[src/common/vdc_pkg.sv]
// Constants for the blanking-interval data capture register bank.
// Assumes a host port that presents an 8-bit sub-address with a write strobe; reads are decoded from the sub-address alone.
package vdc_pkg;
  // ----------------------------------------------------------------------
  // Register offsets
  // ----------------------------------------------------------------------
  localparam logic [7:0] ADDR_REQUEST = 8'h0A;
  localparam logic [7:0] ADDR_STATUS = 8'h10;
  localparam logic [7:0] ADDR_PROTECT = 8'h11;
  localparam logic [7:0] ADDR_CAP_LO = 8'h12;
  localparam logic [7:0] ADDR_CAP_HI = 8'h13;
  localparam logic [7:0] ADDR_EXT_LO = 8'h14;
  localparam logic [7:0] ADDR_EXT_HI = 8'h15;
  localparam logic [7:0] ADDR_BID_UP = 8'h16;
  localparam logic [7:0] ADDR_BID_LO = 8'h17;
  // ----------------------------------------------------------------------
  // Field positions
  // ----------------------------------------------------------------------
  localparam int REQ_CAP_BIT = 0;
  localparam int REQ_EXT_BIT = 1;
  localparam int REQ_BID_BIT = 2;
  localparam int ST_CAP_BIT = 5;
  localparam int ST_EXT_BIT = 6;
  localparam int ST_BID_BIT = 7;
  // ----------------------------------------------------------------------
  // Line numbers and reset values
  // ----------------------------------------------------------------------
  localparam logic [9:0] LINE_CAP = 10'h015;
  localparam logic [9:0] LINE_EXT = 10'h11C;
  localparam logic [9:0] LINE_VBID_A = 10'h014;
  localparam logic [9:0] LINE_VBID_B = 10'h11B;
  localparam logic [9:0] LINE_WSS = 10'h017;
  localparam logic RST_DONE = 1'b1;
  localparam logic [7:0] RST_DATA = 8'h00;
endpackage : vdc_pkg

[src/verilog/vdc_regs.sv]
// Capture and status registers for blanking-interval data and protection flags.
// Assumes the decoder core delivers decoded words with a strobe and line number.
module vdc_regs
  import vdc_pkg::*;
(
  input wire logic clk,               // Decoder core clock.
  input wire logic sys_rst,           // Synchronous reset, active high.
  input wire logic [7:0] reg_addr,    // Host sub-address.
  input wire logic reg_wr,            // Host write strobe.
  input wire logic [7:0] reg_wdata,   // Host write data.
  output logic [7:0] reg_rdata,       // Read data for reg_addr.
  input wire logic line_625,          // High for 625-line input.
  input wire logic [9:0] line_num,    // Current line number.
  input wire logic dec_valid,         // One-cycle decoded word strobe.
  input wire logic [15:0] dec_word,   // Decoded word of the line.
  input wire logic crc_ok,            // Cyclic check outcome for VBID.
  input wire logic [6:0] protect_in,  // Live protection detector flags.
  output logic [2:0] done_flags       // Done flags: blanking ID, extra, caption.
);
  import vdc_pkg::*;

  // ----------------------------------------------------------------------
  // Decode of host writes and line matches
  // ----------------------------------------------------------------------
  logic cap_q, ext_q, bid_q;
  logic cap_arm_q, ext_arm_q, bid_arm_q;
  logic [15:0] cap_word_q, ext_word_q;
  logic [7:0] bid_up_q, bid_lo_q, prot_q;
  wire req_wr = reg_wr && (reg_addr == ADDR_REQUEST);
  wire rq_cap = req_wr && reg_wdata[REQ_CAP_BIT];
  wire rq_ext = req_wr && reg_wdata[REQ_EXT_BIT];
  wire rq_bid = req_wr && reg_wdata[REQ_BID_BIT];
  wire is_cap = !line_625 && (line_num == LINE_CAP);
  wire is_ext = !line_625 && (line_num == LINE_EXT);
  wire is_vbid = !line_625 && (line_num == LINE_VBID_A || line_num == LINE_VBID_B);
  wire is_wss = line_625 && (line_num == LINE_WSS);
  // A fresh request ignores data in its own write cycle so it waits for the next line.
  wire hit_cap = dec_valid && is_cap && cap_arm_q && !rq_cap;
  wire hit_ext = dec_valid && is_ext && ext_arm_q && !rq_ext;
  wire hit_vbid = dec_valid && is_vbid && bid_arm_q && !rq_bid;
  wire hit_wss = dec_valid && is_wss && bid_arm_q && !rq_bid;
  // VBID bit 1 is the first received and lands in bit 5 of the upper byte.
  wire [13:0] vbid_bits = {crc_ok, dec_word[12:0]};
  // ----------------------------------------------------------------------
  // Arming, done flags and capture registers
  // ----------------------------------------------------------------------
  always_ff @(posedge clk) begin
    if (sys_rst) begin
      cap_arm_q <= 1'b0;
      ext_arm_q <= 1'b0;
      bid_arm_q <= 1'b0;
      cap_q <= RST_DONE;
      ext_q <= RST_DONE;
      bid_q <= RST_DONE;
      cap_word_q <= {RST_DATA, RST_DATA};
      ext_word_q <= {RST_DATA, RST_DATA};
      bid_up_q <= RST_DATA;
      bid_lo_q <= RST_DATA;
      prot_q <= RST_DATA;
    end else begin
      cap_arm_q <= rq_cap || (cap_arm_q && !hit_cap);
      ext_arm_q <= rq_ext || (ext_arm_q && !hit_ext);
      bid_arm_q <= rq_bid || (bid_arm_q && !(hit_vbid || hit_wss));
      cap_q <= hit_cap || (cap_q && !rq_cap);
      ext_q <= hit_ext || (ext_q && !rq_ext);
      bid_q <= hit_vbid || hit_wss || (bid_q && !rq_bid);
      if (hit_cap) cap_word_q <= dec_word;
      if (hit_ext) ext_word_q <= dec_word;
      if (hit_vbid) begin
        bid_up_q <= {2'b00, vbid_bits[0], vbid_bits[1], vbid_bits[2], vbid_bits[3], vbid_bits[4],
                     vbid_bits[5]};
        bid_lo_q <= {vbid_bits[6], vbid_bits[7], vbid_bits[8], vbid_bits[9], vbid_bits[10],
                     vbid_bits[11], vbid_bits[12], vbid_bits[13]};
      end else if (hit_wss) begin
        bid_up_q <= {2'b00, dec_word[13:8]};
        bid_lo_q <= dec_word[7:0];
      end
      // Stripe type only means something while a stripe is seen.
      prot_q <= {1'b0, protect_in[6:3], protect_in[2] & protect_in[1], protect_in[1:0]};
    end
  end

  // ----------------------------------------------------------------------
  // Read mux
  // ----------------------------------------------------------------------
  wire [7:0] status_byte = {bid_q, ext_q, cap_q, 5'b0_0000};
  always_comb begin
    unique case (reg_addr)
      ADDR_STATUS: reg_rdata = status_byte;
      ADDR_PROTECT: reg_rdata = prot_q;
      ADDR_CAP_LO: reg_rdata = cap_word_q[7:0];
      ADDR_CAP_HI: reg_rdata = cap_word_q[15:8];
      ADDR_EXT_LO: reg_rdata = ext_word_q[7:0];
      ADDR_EXT_HI: reg_rdata = ext_word_q[15:8];
      ADDR_BID_UP: reg_rdata = bid_up_q;
      ADDR_BID_LO: reg_rdata = bid_lo_q;
      default: reg_rdata = RST_DATA;
    endcase
  end
  assign done_flags = {bid_q, ext_q, cap_q};

  // ----------------------------------------------------------------------
  // Checks
  // ----------------------------------------------------------------------
  property p_cap_clear;
    @(posedge clk) disable iff (sys_rst) rq_cap |=> !cap_q;
  endproperty
  a_cap_clear: assert property (p_cap_clear) else $error("caption done not cleared");
  property p_cap_set;
    @(posedge clk) disable iff (sys_rst) hit_cap |=> cap_q && cap_word_q == $past(dec_word);
  endproperty
  a_cap_set: assert property (p_cap_set) else $error("caption capture failed");
  property p_ext_clear;
    @(posedge clk) disable iff (sys_rst) rq_ext |=> !ext_q;
  endproperty
  a_ext_clear: assert property (p_ext_clear) else $error("extra done not cleared");
  property p_ext_set;
    @(posedge clk) disable iff (sys_rst) hit_ext |=> ext_q && ext_word_q == $past(dec_word);
  endproperty
  a_ext_set: assert property (p_ext_set) else $error("extra capture failed");
  property p_ext_hold;
    @(posedge clk) disable iff (sys_rst) !hit_ext |=> $stable(ext_word_q);
  endproperty
  a_ext_hold: assert property (p_ext_hold) else $error("extra data changed");
  property p_bid_clear;
    @(posedge clk) disable iff (sys_rst) rq_bid |=> !bid_q;
  endproperty
  a_bid_clear: assert property (p_bid_clear) else $error("blanking done not cleared");
  property p_wss_map;
    @(posedge clk) disable iff (sys_rst) hit_wss |=> bid_q && bid_lo_q == $past(dec_word[7:0]);
  endproperty
  a_wss_map: assert property (p_wss_map) else $error("wss capture failed");
  property p_vbid_625;
    @(posedge clk) disable iff (sys_rst) line_625 && !hit_wss |=> $stable(bid_lo_q);
  endproperty
  a_vbid_625: assert property (p_vbid_625) else $error("vbid taken on 625 lines");
  property p_prot_rsv;
    @(posedge clk) disable iff (sys_rst) !prot_q[1] |-> !prot_q[2] && !prot_q[7];
  endproperty
  a_prot_rsv: assert property (p_prot_rsv) else $error("stripe type without stripe");
endmodule : vdc_regs

[config.mk]
export PLATFORM = sky130hd
export DESIGN_NAME = vdc_regs
export DESIGN_NICKNAME = d
export VERILOG_FILES = /design/src/common/vdc_pkg.sv /design/src/verilog/vdc_regs.sv
export SDC_FILE = /design/constraint.sdc
export NUM_CORES = 1
export LEC_CHECK = 0
export BUFFER_PORTS_ARGS = -buffer_cell sky130_fd_sc_hd__clkbuf_2
export CAP_MARGIN = 20
export CORE_MARGIN = 2
export CORE_UTILIZATION = 41
export CTS_BUF_LIST = sky130_fd_sc_hd__clkbuf_16
export CTS_CLUSTER_DIAMETER = 80
export CTS_CLUSTER_SIZE = 28
export DETAILED_ROUTE_END_ITERATION = 12
export PLACE_DENSITY = 0.63
export SYNTH_ARGS = -nofsm -noshare
export SYNTH_HDL_FRONTEND = slang
export SYNTH_SLANG_ARGS = --single-unit
[constraint.sdc]
create_clock -name clk -period 3.15 [get_ports clk]
set_clock_uncertainty 0.05 [all_clocks]
set_input_delay 0.63 -clock clk [delete_from_list [all_inputs] [get_ports clk]]
set_output_delay 0.63 -clock clk [all_outputs]
set_load 0.05 [all_outputs]
==> results of run 1 <==
## state kept, by name, summed over array words and instances (netlist names)
register,count
ext_arm_q,1
bid_up_q,6
ext_word_q,16
cap_arm_q,1
prot_q,7
bid_arm_q,1
bid_q,1
ext_q,1
cap_q,1
cap_word_q,16
bid_lo_q,8
## kinds of logic (layout without fill, tap and decap cells)
kind of cell / count (synthesis) / in the layout / synth area share
and+or+nand+nor: 116 / 116 / 0.188
muxes: 50 / 50 / 0.195
DFF: 59 / 59 / 0.379
AOI/OAI and AO/OA: 79 / 79 / 0.171
buffers and inverters: 40 / 109 / 0.0666
## worst paths after layout
path         cells after the start             to  slack [ns]
min reg2reg                      2      cap_arm_q        0.42
max                              6   reg_rdata[2]        0.38
max reg2reg                      6  ext_word_q[9]        0.86
min                              2      cap_arm_q        0.42
## per-layer routing
metal	up-vias	GRT usage	wire (um)
met4	0	0.0568	34
met1	1293	0.279	4010
met3	4	0.0598	353
met2	69	0.348	3990
met5	-	0	0
li1	1383	-	-
## Yosys cell counts (2+ instances only)
library cell | count | area, um2
dfxtp_1 | 59 | 1180
nor2_1 | 48 | 180
mux2i_1 | 35 | 350
a21oi_1 | 19 | 95.1
o211ai_1 | 18 | 135
nand2_1 | 17 | 63.8
clkbuf_1 | 15 | 56.3
nor3_1 | 14 | 70.1
o21ai_0 | 14 | 70.1
inv_1 | 11 | 41.3
nor3b_1 | 9 | 67.6
a31oi_1 | 8 | 50.1
mux4_2 | 8 | 180
nor2b_1 | 8 | 50.1
mux2_2 | 7 | 78.8
a22oi_1 | 6 | 45.0
buf_4 | 5 | 37.5
a211oi_1 | 3 | 22.5
buf_1 | 3 | 11.3
buf_2 | 3 | 15.0
a211o_1 | 2 | 17.5
a22o_1 | 2 | 17.5
and3_1 | 2 | 12.5
nand3_1 | 2 | 10.0
nand3b_1 | 2 | 15.0
nor4bb_1 | 2 | 20.0
or3_1 | 2 | 12.5
or3b_1 | 2 | 17.5
## worst max-delay path, stage by stage
cell and delay, ns:
clkbuf_2 0.09, buf_4 0.30, mux4_2 0.56, a21oi_1 0.20, nor2_1 0.07, clkbuf_2 0.24
## power breakdown
part	internal [W]	leakage [nW]	switching, W
Sequential	0.000753	0.477	0.00000149
Clock	0.000593	0.143	0.000315
Combinational	0.0000535	0.828	0.0000814
## stage by stage
stage                     cells   util  area [um2]
after floorplan             344      -        3120
after global placement      496  0.491        3580
after detailed placement    496  0.491        3580
after CTS                   511  0.528        3850
after global routing        512  0.530        3860
final                       512  0.530        3860
## cell usage in the layout, fill, tap and decap left out, drive strengths merged, types with 15 or more instances in the layout
master and count:
a21oi 19, clkbuf 69, o21ai 15, nand2 17, buf 23, nor3 15, mux2i 35, o211ai 18
dfxtp 59, nor2 48
## final cells by class
class | count | share of cell area
Multi-Input combinational cell | 245 | 0.454
Sequential cell | 59 | 0.306
Clock buffer | 9 | 0.0583
Clock inverter | 6 | 0.0129
Timing Repair Buffer | 83 | 0.127
Inverter | 11 | 0.0107
Tap cell | 99 | 0.0320
==> run summary, run 1 <==
Status - completed
Overall power - 0.00180 W
Synthesis Warnings - 0
Largest net degree at the start of global routing - 40
Post-Syn Nets - 399
Wire per inst - 16.4 um
DIE AREA - 8320 um2
Crit path arrival time - 2.09 ns
Worst setup EP type - primary output
# diodes - 0
Reg2reg start - ext_arm_q
Root Buffer - clkbuf_16
Syn Inst Count - 344
Final Wtd Congestion - 0.792
First-pass GRT wire length - 13.9 mm
Pre-antenna DRT Iters - 4
Starting Density - 0.428
Post-synth EDFFs - 0
Peak VDD IR - 0.217 mV
DR vias - 2749
Clk buf depth - 2
Slew headroom - 0.324
Area of the multi-input gates - 1750 um2
Hold Crit Start - cap_arm_q
Final min period - 2.77 ns
Primary FF master, synth - dfxtp_1
Net count, final - 464
Setup TNS Final - 0 ns
Critical Path Source - reg_addr[0]
Share of cells above drive strength 1 - 0.281
Reg clk slew, reported paths - 0.05 ns
CTS sink count - 59
Count of cell types in the netlist - 46
Leakage - 1.45 nW
DRC Markers - 0
Final Hold Viols - 0
Area grow syn2layout - 23.9%
Max_cap viols - 0
Filler instances - 727
Final worst-path cycle share - 0.880
Die X - 91.2 um
Required @ worst endpoint - 2.47 ns
Ys async rst share - 0
Kind of critical path - in2out
DRT iter0 DRCs - 184
Yosys reg bits - 59
Worst slack at placement - -0.0126 ns
Clk Latency, worst-skew pair - 0.32 ns
Final setup margin - 0.377 ns
CTS buffer count - 9
Gr ovfl total - 0
Row cnt - 31
Total wire length - 8.39 mm
Die height - 91.2 um
CTS resizes - 0
Initial antenna violation count - 0
Via density - 5.37
Register area - 1180 um2
Register area share after synthesis - 0.379
CP max FO - 18
Hold_ws - 0.424 ns
Tot GR Track Use - 0.214
Worst Tran Pin Value - 1.00 ns
Max Slew Vio Count - 0
Cell Pwr Density - 465 nW/um2
Post-CTS Hold Fix Bufs - 0
Detail Route Antenna Nets - 0
Fmax achieved - 0.361 GHz
Setup violators final - 0
Post-DP HPWL - 6.00 mm
Hold WC Path Type - reg2reg
CTS tree - yes
Netlist Area Pre-Place - 3120 um2
Port bufs - 60
# IOs - 66
Post-Syn Area per Cell - 9.07 um2
CP Launch Type - input pin
H-tree depth - 3
Vias in the first global route - 2670
Post-CTS Setup Bufs - 0
Core Box Area - 7290 um2
RSZ-0062 raised after global routing - false
Power figures use the tool's default switching activity.
==> inputs of run 2 (changes only) <==
--- a/config.mk
+++ b/config.mk
@@ -7,7 +7,6 @@
 export LEC_CHECK = 0
 export BUFFER_PORTS_ARGS = -buffer_cell sky130_fd_sc_hd__clkbuf_2
 export CAP_MARGIN = 20
-export CORE_MARGIN = 2
 export CORE_UTILIZATION = 41
 export CTS_BUF_LIST = sky130_fd_sc_hd__clkbuf_16
 export CTS_CLUSTER_DIAMETER = 80
==> run 2 against run 1 <==
Sequential power barely moved; power rose by 0.61%; critical path type unchanged; combinational power fell by 5%; core utilization down 0.50 points; largest power group unchanged.
==> run summary, run 2 (synthesis results as in run 1) <==
Status - completed
Post-CTS Hold Fix Bufs - 0 (unchanged)
Leakage - 1.41 nW (-2.4%)
Die height - 89.2 um (-2.2%)
Total wire length - 8.06 mm (-3.9%)
Port bufs - 60 (unchanged)
Gr ovfl total - 0 (unchanged)
Post-CTS Setup Bufs - 0 (unchanged)
Clk buf depth - 2 (unchanged)
# IOs - 66 (unchanged)
# diodes - 0 (unchanged)
Detail Route Antenna Nets - 0 (unchanged)
Max Slew Vio Count - 0 (unchanged)
Core Util, Final - 0.525 (-0.00498)
Area of the multi-input gates - 1750 um2 (unchanged)
Crit-path max cell delay - 0.41 ns (-0.15 ns)
Starting Density - 0.428 (unchanged)
Power Internal - 0.00140 W (+0.26%)
Worst setup EP type - primary output
DR vias - 2741 (-0.29%)
Row cnt - 31 (unchanged)
CP Launch Type - input pin
CTS sink count - 59 (unchanged)
Wire per inst - 15.9 um (-2.8%)
Clk Latency, worst-skew pair - 0.32 ns (about the same)
Core Box Area - 7290 um2 (unchanged)
DRT iter0 DRCs - 135 (-27%)
CTS buffer count - 9 (unchanged)
WP depth - 5 (-1)
DRC Markers - 0 (unchanged)
Share of cells above drive strength 1 - 0.275 (-0.00569)
Reg clk slew, reported paths - 0.05 ns (about the same)
Root Buffer - clkbuf_16
Kind of critical path - in2out
Setup TNS Final - 0 ns (unchanged)
Cell Pwr Density - 472 nW/um2 (+1.6%)
Post-DP Area - 3540 um2 (-1.1%)
Final Wtd Congestion - 0.807 (+1.9%)
Worst hold path depth - 2 (unchanged)
Setup violators final - 0 (unchanged)
RSZ-0062 raised after global routing - false
Via density - 5.42 (+0.89%)
Sw Ratio - 0.224 (+0.00271)
Crit-path cells - clkbuf_2 -> nor3_1 -> nand3b_1 -> a211oi_2 -> clkbuf_2
Max_cap viols - 0 (unchanged)
First-pass GRT wire length - 12.7 mm (-8.6%)
CP max FO - 8 (-10)
Reg power frac - 0.417 (-0.002)
Filler instances - 688 (-5.4%)
Combinational share of power - 0.071 (-0.004)
Post-DP HPWL - 5.78 mm (-3.6%)
Required @ worst endpoint - 2.47 ns (about the same)
R2R depth - 6 (unchanged)
Worst Tran Pin Value - 0.948 ns (-0.0557 ns)
CTS resizes - 0 (unchanged)
Crit path arrival time - 2.11 ns (+0.02 ns)
Die X - 89.2 um (-2.2%)
Top flop regs - cap_word_q: 16 flops, ext_word_q: 16 flops, bid_lo_q: 8 flops
Most frequent cells in the layout - clkbuf_2, dfxtp_1, nor2_1, mux2i_1, a21oi_1
Tot GR Track Use - 0.217 (+0.00344)
Fmax achieved - 0.359 GHz (-0.51%)
Critical path's top delay family - simple AND/OR/NAND/NOR gates
Pre-antenna DRT Iters - 4 (unchanged)
Register-to-register setup slack - 1.26 ns (+0.40 ns)
Final Hold Viols - 0 (unchanged)
DIE AREA - 7960 um2 (-4.3%)
Worst Path Buf+Inv - 2 (-1)
Hold WC Path Type - reg2reg
Final min period - 2.79 ns (+0.0143 ns)
Most common cell after layout, fill and taps aside - clkbuf_2
H-tree depth - 3 (unchanged)
Net count, final - 457 (-1.5%)
Slowest CP cell - nand3b_1
Slew headroom - 0.368 (+0.0442)
Largest net degree at the start of global routing - 47 (+18%)
Clk network pwr share - 0.513 (+0.007)
Final cell count without fillers - 506 (-1.2%)
Area grow syn2layout - 22.7%
Register area - 1180 um2 (unchanged)
Peak VDD IR - 0.262 mV (+21%)
Initial antenna violation count - 0 (unchanged)
Inst Count DP - 489 (-1.4%)
Design Area, Final - 3830 um2 (-0.94%)
CTS tree - yes
Vias in the first global route - 2526 (-5.4%)
Switching power total - 0.000406 W (+1.8%)
Final worst-path cycle share - 0.885 (+0.00454)
Most used cell, CP - clkbuf_2
run 2: final cells by class:
type / count / share of cell area
Inverter: 11 / 0.0108
Clock buffer: 9 / 0.0588
Multi-Input combinational cell: 245 / 0.458
Sequential cell: 59 / 0.308
Clock inverter: 7 / 0.0157
Tap cell: 99 / 0.0324
Timing Repair Buffer: 76 / 0.116
run 2: layer usage:
metal,track usage,part of all wire
met1,0.284,0.47
met5,0,0
met2,0.349,0.45
met3,0.0517,0.068
met4,0.0808,0.015
run 2: worst reg2reg max path: stages (launching register included):
cell and delay (ns):
dfxtp_1 0.39, nand4b_1 0.13, nor4_2 0.21, nor3b_1 0.47
o21ai_1 0.13, buf_4 0.19, a32o_1 0.20
run 2: power groups by stage:
| stage | Clock [W] | Combinational [W] | Sequential, W |
|---|---|---|---|
| 2_1_floorplan | 0 | 0.0000645 | 0.000768 |
| 3_3_place_gp | 0 | 0.000125 | 0.000769 |
| 3_5_place_dp | 0 | 0.000126 | 0.000769 |
| 4_1_cts | 0.000942 | 0.000127 | 0.000753 |
| 5_1_grt | 0.000975 | 0.000140 | 0.000753 |
| 6_report | 0.000927 | 0.000128 | 0.000754 |
run 2: stage by stage:
| stage | hold WS [ns] | power, W | worst slack, ns |
|---|---|---|---|
| 3_5_place_dp | 0.422 | 0.000895 | 0.367 |
| 2_1_floorplan | 0.380 | 0.000832 | 0.347 |
| 5_1_grt | 0.446 | 0.00187 | 0.213 |
| 3_3_place_gp | 0.414 | 0.000894 | 0.394 |
| 4_1_cts | 0.431 | 0.00182 | 0.343 |
| 6_report | 0.434 | 0.00181 | 0.363 |
run 2: final timing paths:
kind,start,to
worst max-delay path,reg_addr[5],reg_rdata[7]
worst min-delay path,cap_arm_q,cap_arm_q
worst max register to register,bid_arm_q,bid_lo_q[0]
worst min register to register,cap_arm_q,cap_arm_q
==> inputs of run 3 (changes only) <==
--- a/config.mk
+++ b/config.mk
@@ -5,14 +5,14 @@
 export SDC_FILE = /design/constraint.sdc
 export NUM_CORES = 1
 export LEC_CHECK = 0
-export BUFFER_PORTS_ARGS = -buffer_cell sky130_fd_sc_hd__clkbuf_2
 export CAP_MARGIN = 20
 export CORE_UTILIZATION = 41
 export CTS_BUF_LIST = sky130_fd_sc_hd__clkbuf_16
 export CTS_CLUSTER_DIAMETER = 80
 export CTS_CLUSTER_SIZE = 28
 export DETAILED_ROUTE_END_ITERATION = 12
-export PLACE_DENSITY = 0.63
+export DONT_BUFFER_PORTS = 1
+export PLACE_DENSITY = 0.55
 export SYNTH_ARGS = -nofsm -noshare
 export SYNTH_HDL_FRONTEND = slang
 export SYNTH_SLANG_ARGS = --single-unit
==> constraint.sdc (replaced) <==
create_clock -name clk -period 3.23 [get_ports clk]
set_clock_uncertainty 0.05 [all_clocks]
set_input_delay 0.646 -clock clk [delete_from_list [all_inputs] [get_ports clk]]
set_output_delay 0.646 -clock clk [all_outputs]
set_load 0.05 [all_outputs]
==> run 3 against run 2 <==
Via count down 6.3%; power is 12% lower; critical path type unchanged; combinational power decreased by 59%; first-iteration DRC count down 10%.
==> run summary, run 3 (synthesis results as in run 1) <==
Status - completed
Top flop regs - cap_word_q: 16 flops, ext_word_q: 16 flops, bid_lo_q: 8 flops
DRT iter0 DRCs - 121 (-10%)
Crit-path max cell delay - 0.41 ns (about the same)
Starting Density - 0.428 (unchanged)
Hold Path End - ext_word_q[8]
Gr ovfl total - 0 (unchanged)
Largest net degree at the start of global routing - 69 (+47%)
Most frequent cells in the layout - dfxtp_1, nor2_1, mux2i_1, a21oi_1, buf_4
Vias in the first global route - 2325 (-8.0%)
CP Launch Type - input pin
Setup TNS Final - 0 ns (unchanged)
Setup violators final - 0 (unchanged)
Clk buf depth - 2 (unchanged)
# diodes - 0 (unchanged)
Slew headroom - 0.282 (-0.0860)
Root Buffer - clkbuf_16
First-pass GRT wire length - 12.6 mm (-0.54%)
CTS resizes - 0 (unchanged)
R2R depth - 5 (-1)
Core Box Area - 7290 um2 (unchanged)
Row cnt - 31 (unchanged)
Leakage - 1.17 nW (-18%)
DIE AREA - 7960 um2 (unchanged)
Via density - 5.73 (+5.8%)
Net count, final - 401 (-12%)
Hold Crit Start - sys_rst
Post-DP HPWL - 5.59 mm (-3.4%)
Most common cell after layout, fill and taps aside - dfxtp_1
Die height - 89.2 um (unchanged)
Overall power - 0.00160 W (-12%)
Cell Pwr Density - 456 nW/um2 (-3.4%)
Required @ worst endpoint - 2.53 ns (+0.06 ns)
Crit-path cells - nor3_1 -> nand3b_1 -> a211oi_2 -> buf_4
Clk Latency, worst-skew pair - 0.32 ns (about the same)
Post-CTS Setup Bufs - 0 (unchanged)
Max_cap viols - 0 (unchanged)
Reg clk slew, reported paths - 0.05 ns (about the same)
Critical path's top delay family - simple AND/OR/NAND/NOR gates
H-tree depth - 3 (unchanged)
RSZ-0062 raised after global routing - false
Reg-to-reg endpoint - bid_up_q[0]
# IOs - 66 (unchanged)
Wire per inst - 18.4 um (+15%)
Hold WC Path Type - in2reg
Worst Tran Pin Value - 1.07 ns (+0.122 ns)
CTS buffer count - 9 (unchanged)
DRC Markers - 0 (unchanged)
Pre-antenna DRT Iters - 5 (+1)
Kind of critical path - in2out
Share of cells above drive strength 1 - 0.152 (-0.123)
Register area - 1180 um2 (unchanged)
Detail Route Antenna Nets - 0 (unchanged)
Register-to-register setup slack - 1.08 ns (-0.18 ns)
CTS tree - yes
Final min period - 2.59 ns
Fmax achieved - 0.387 GHz
Filler instances - 745 (+8.3%)
Worst hold path depth - 1 (-1)
Worst setup EP type - primary output
Initial antenna violation count - 0 (unchanged)
Crit path arrival time - 1.89 ns (-0.22 ns)
Worst Path Buf+Inv - 1 (-1)
Final Hold Viols - 0 (unchanged)
Area of the multi-input gates - 1750 um2 (unchanged)
Area grow syn2layout - 12.2%
Final worst-path cycle share - 0.801
Max Slew Vio Count - 0 (unchanged)
DR vias - 2567 (-6.3%)
CTS sink count - 59 (unchanged)
Slowest CP cell - nand3b_1
CP max FO - 8 (unchanged)
Total wire length - 8.23 mm (+2.1%)
Tot GR Track Use - 0.219 (+0.00230)
Core Util, Final - 0.480 (-0.0451)
Port bufs - 0 (-100%)
Post-CTS Hold Fix Bufs - 0 (unchanged)
Die X - 89.2 um (unchanged)
Final Wtd Congestion - 0.807 (unchanged)
Reg2reg start - bid_arm_q
Peak VDD IR - 0.284 mV (+8.3%)
run 3: cell types whose count changed in the layout (fill, tap and decap cells not counted):
cell       delta
clkbuf_2     -60
buf_4         +6
buf_12        -2
clkinv_2      -2
buf_2         -1
bufinv_16     -1
clkbuf_4      +1
clkinv_1      +1
run 3: worst register-to-register path: stages (launching register included):
cell and delay (ns):
dfxtp_1 0.33, nor4bb_1 0.14, buf_4 0.18, o21a_1 0.22
o21ai_1 0.85, o21ai_0 0.23
run 3: routing by layer:
layer  vias to the layer above  GRT usage  part of all wire
met5                         -          0                 0
met4                         0     0.0880             0.013
met3                         9     0.0397             0.062
met2                        85      0.328              0.44
met1                      1214      0.313              0.48
li1                       1259          -                 -
run 3: final cells by class:
cell class,count,share of cell area
Timing Repair Buffer,20,0.0429
Clock buffer,9,0.0644
Multi-Input combinational cell,245,0.501
Tap cell,99,0.0354
Clock inverter,5,0.00679
Inverter,11,0.0118
Sequential cell,59,0.338
run 3: how the worst max path moves through the flow:
stage | from | endpoint | slack, ns | cells past startpoint
after global routing | reg_addr[5] | reg_rdata[7] | 0.53 | 4
after detailed placement | line_num[1] | bid_lo_q[0] | 0.50 | 6
after CTS | reg_addr[5] | reg_rdata[7] | 0.63 | 4
after global placement | line_num[1] | bid_lo_q[0] | 0.47 | 6
final | reg_addr[5] | reg_rdata[7] | 0.64 | 4
after floorplan | reg_addr[1] | reg_rdata[7] | 0.01 | 4
run 3: through the flow:
step           hold WS (ns)  instance area (um2)  setup WS (ns)  std cells
2_1_floorplan         0.380                 3120         0.0135        344
3_3_place_gp          0.408                 3240          0.474        433
3_5_place_dp          0.409                 3240          0.496        433
4_1_cts               0.340                 3490          0.627        447
5_1_grt               0.343                 3500          0.533        448
6_report              0.352                 3500          0.643        448
run 3: report_power, final:
part	internal (W)	leakage [nW]	switching [W]	total, W
Combinational	0.0000267	0.565	0.0000254	0.0000521
Clock	0.000499	0.123	0.000310	0.000808
Sequential	0.000734	0.477	0.00000171	0.000736
Total	0.00126	1.17	0.000337	0.00160
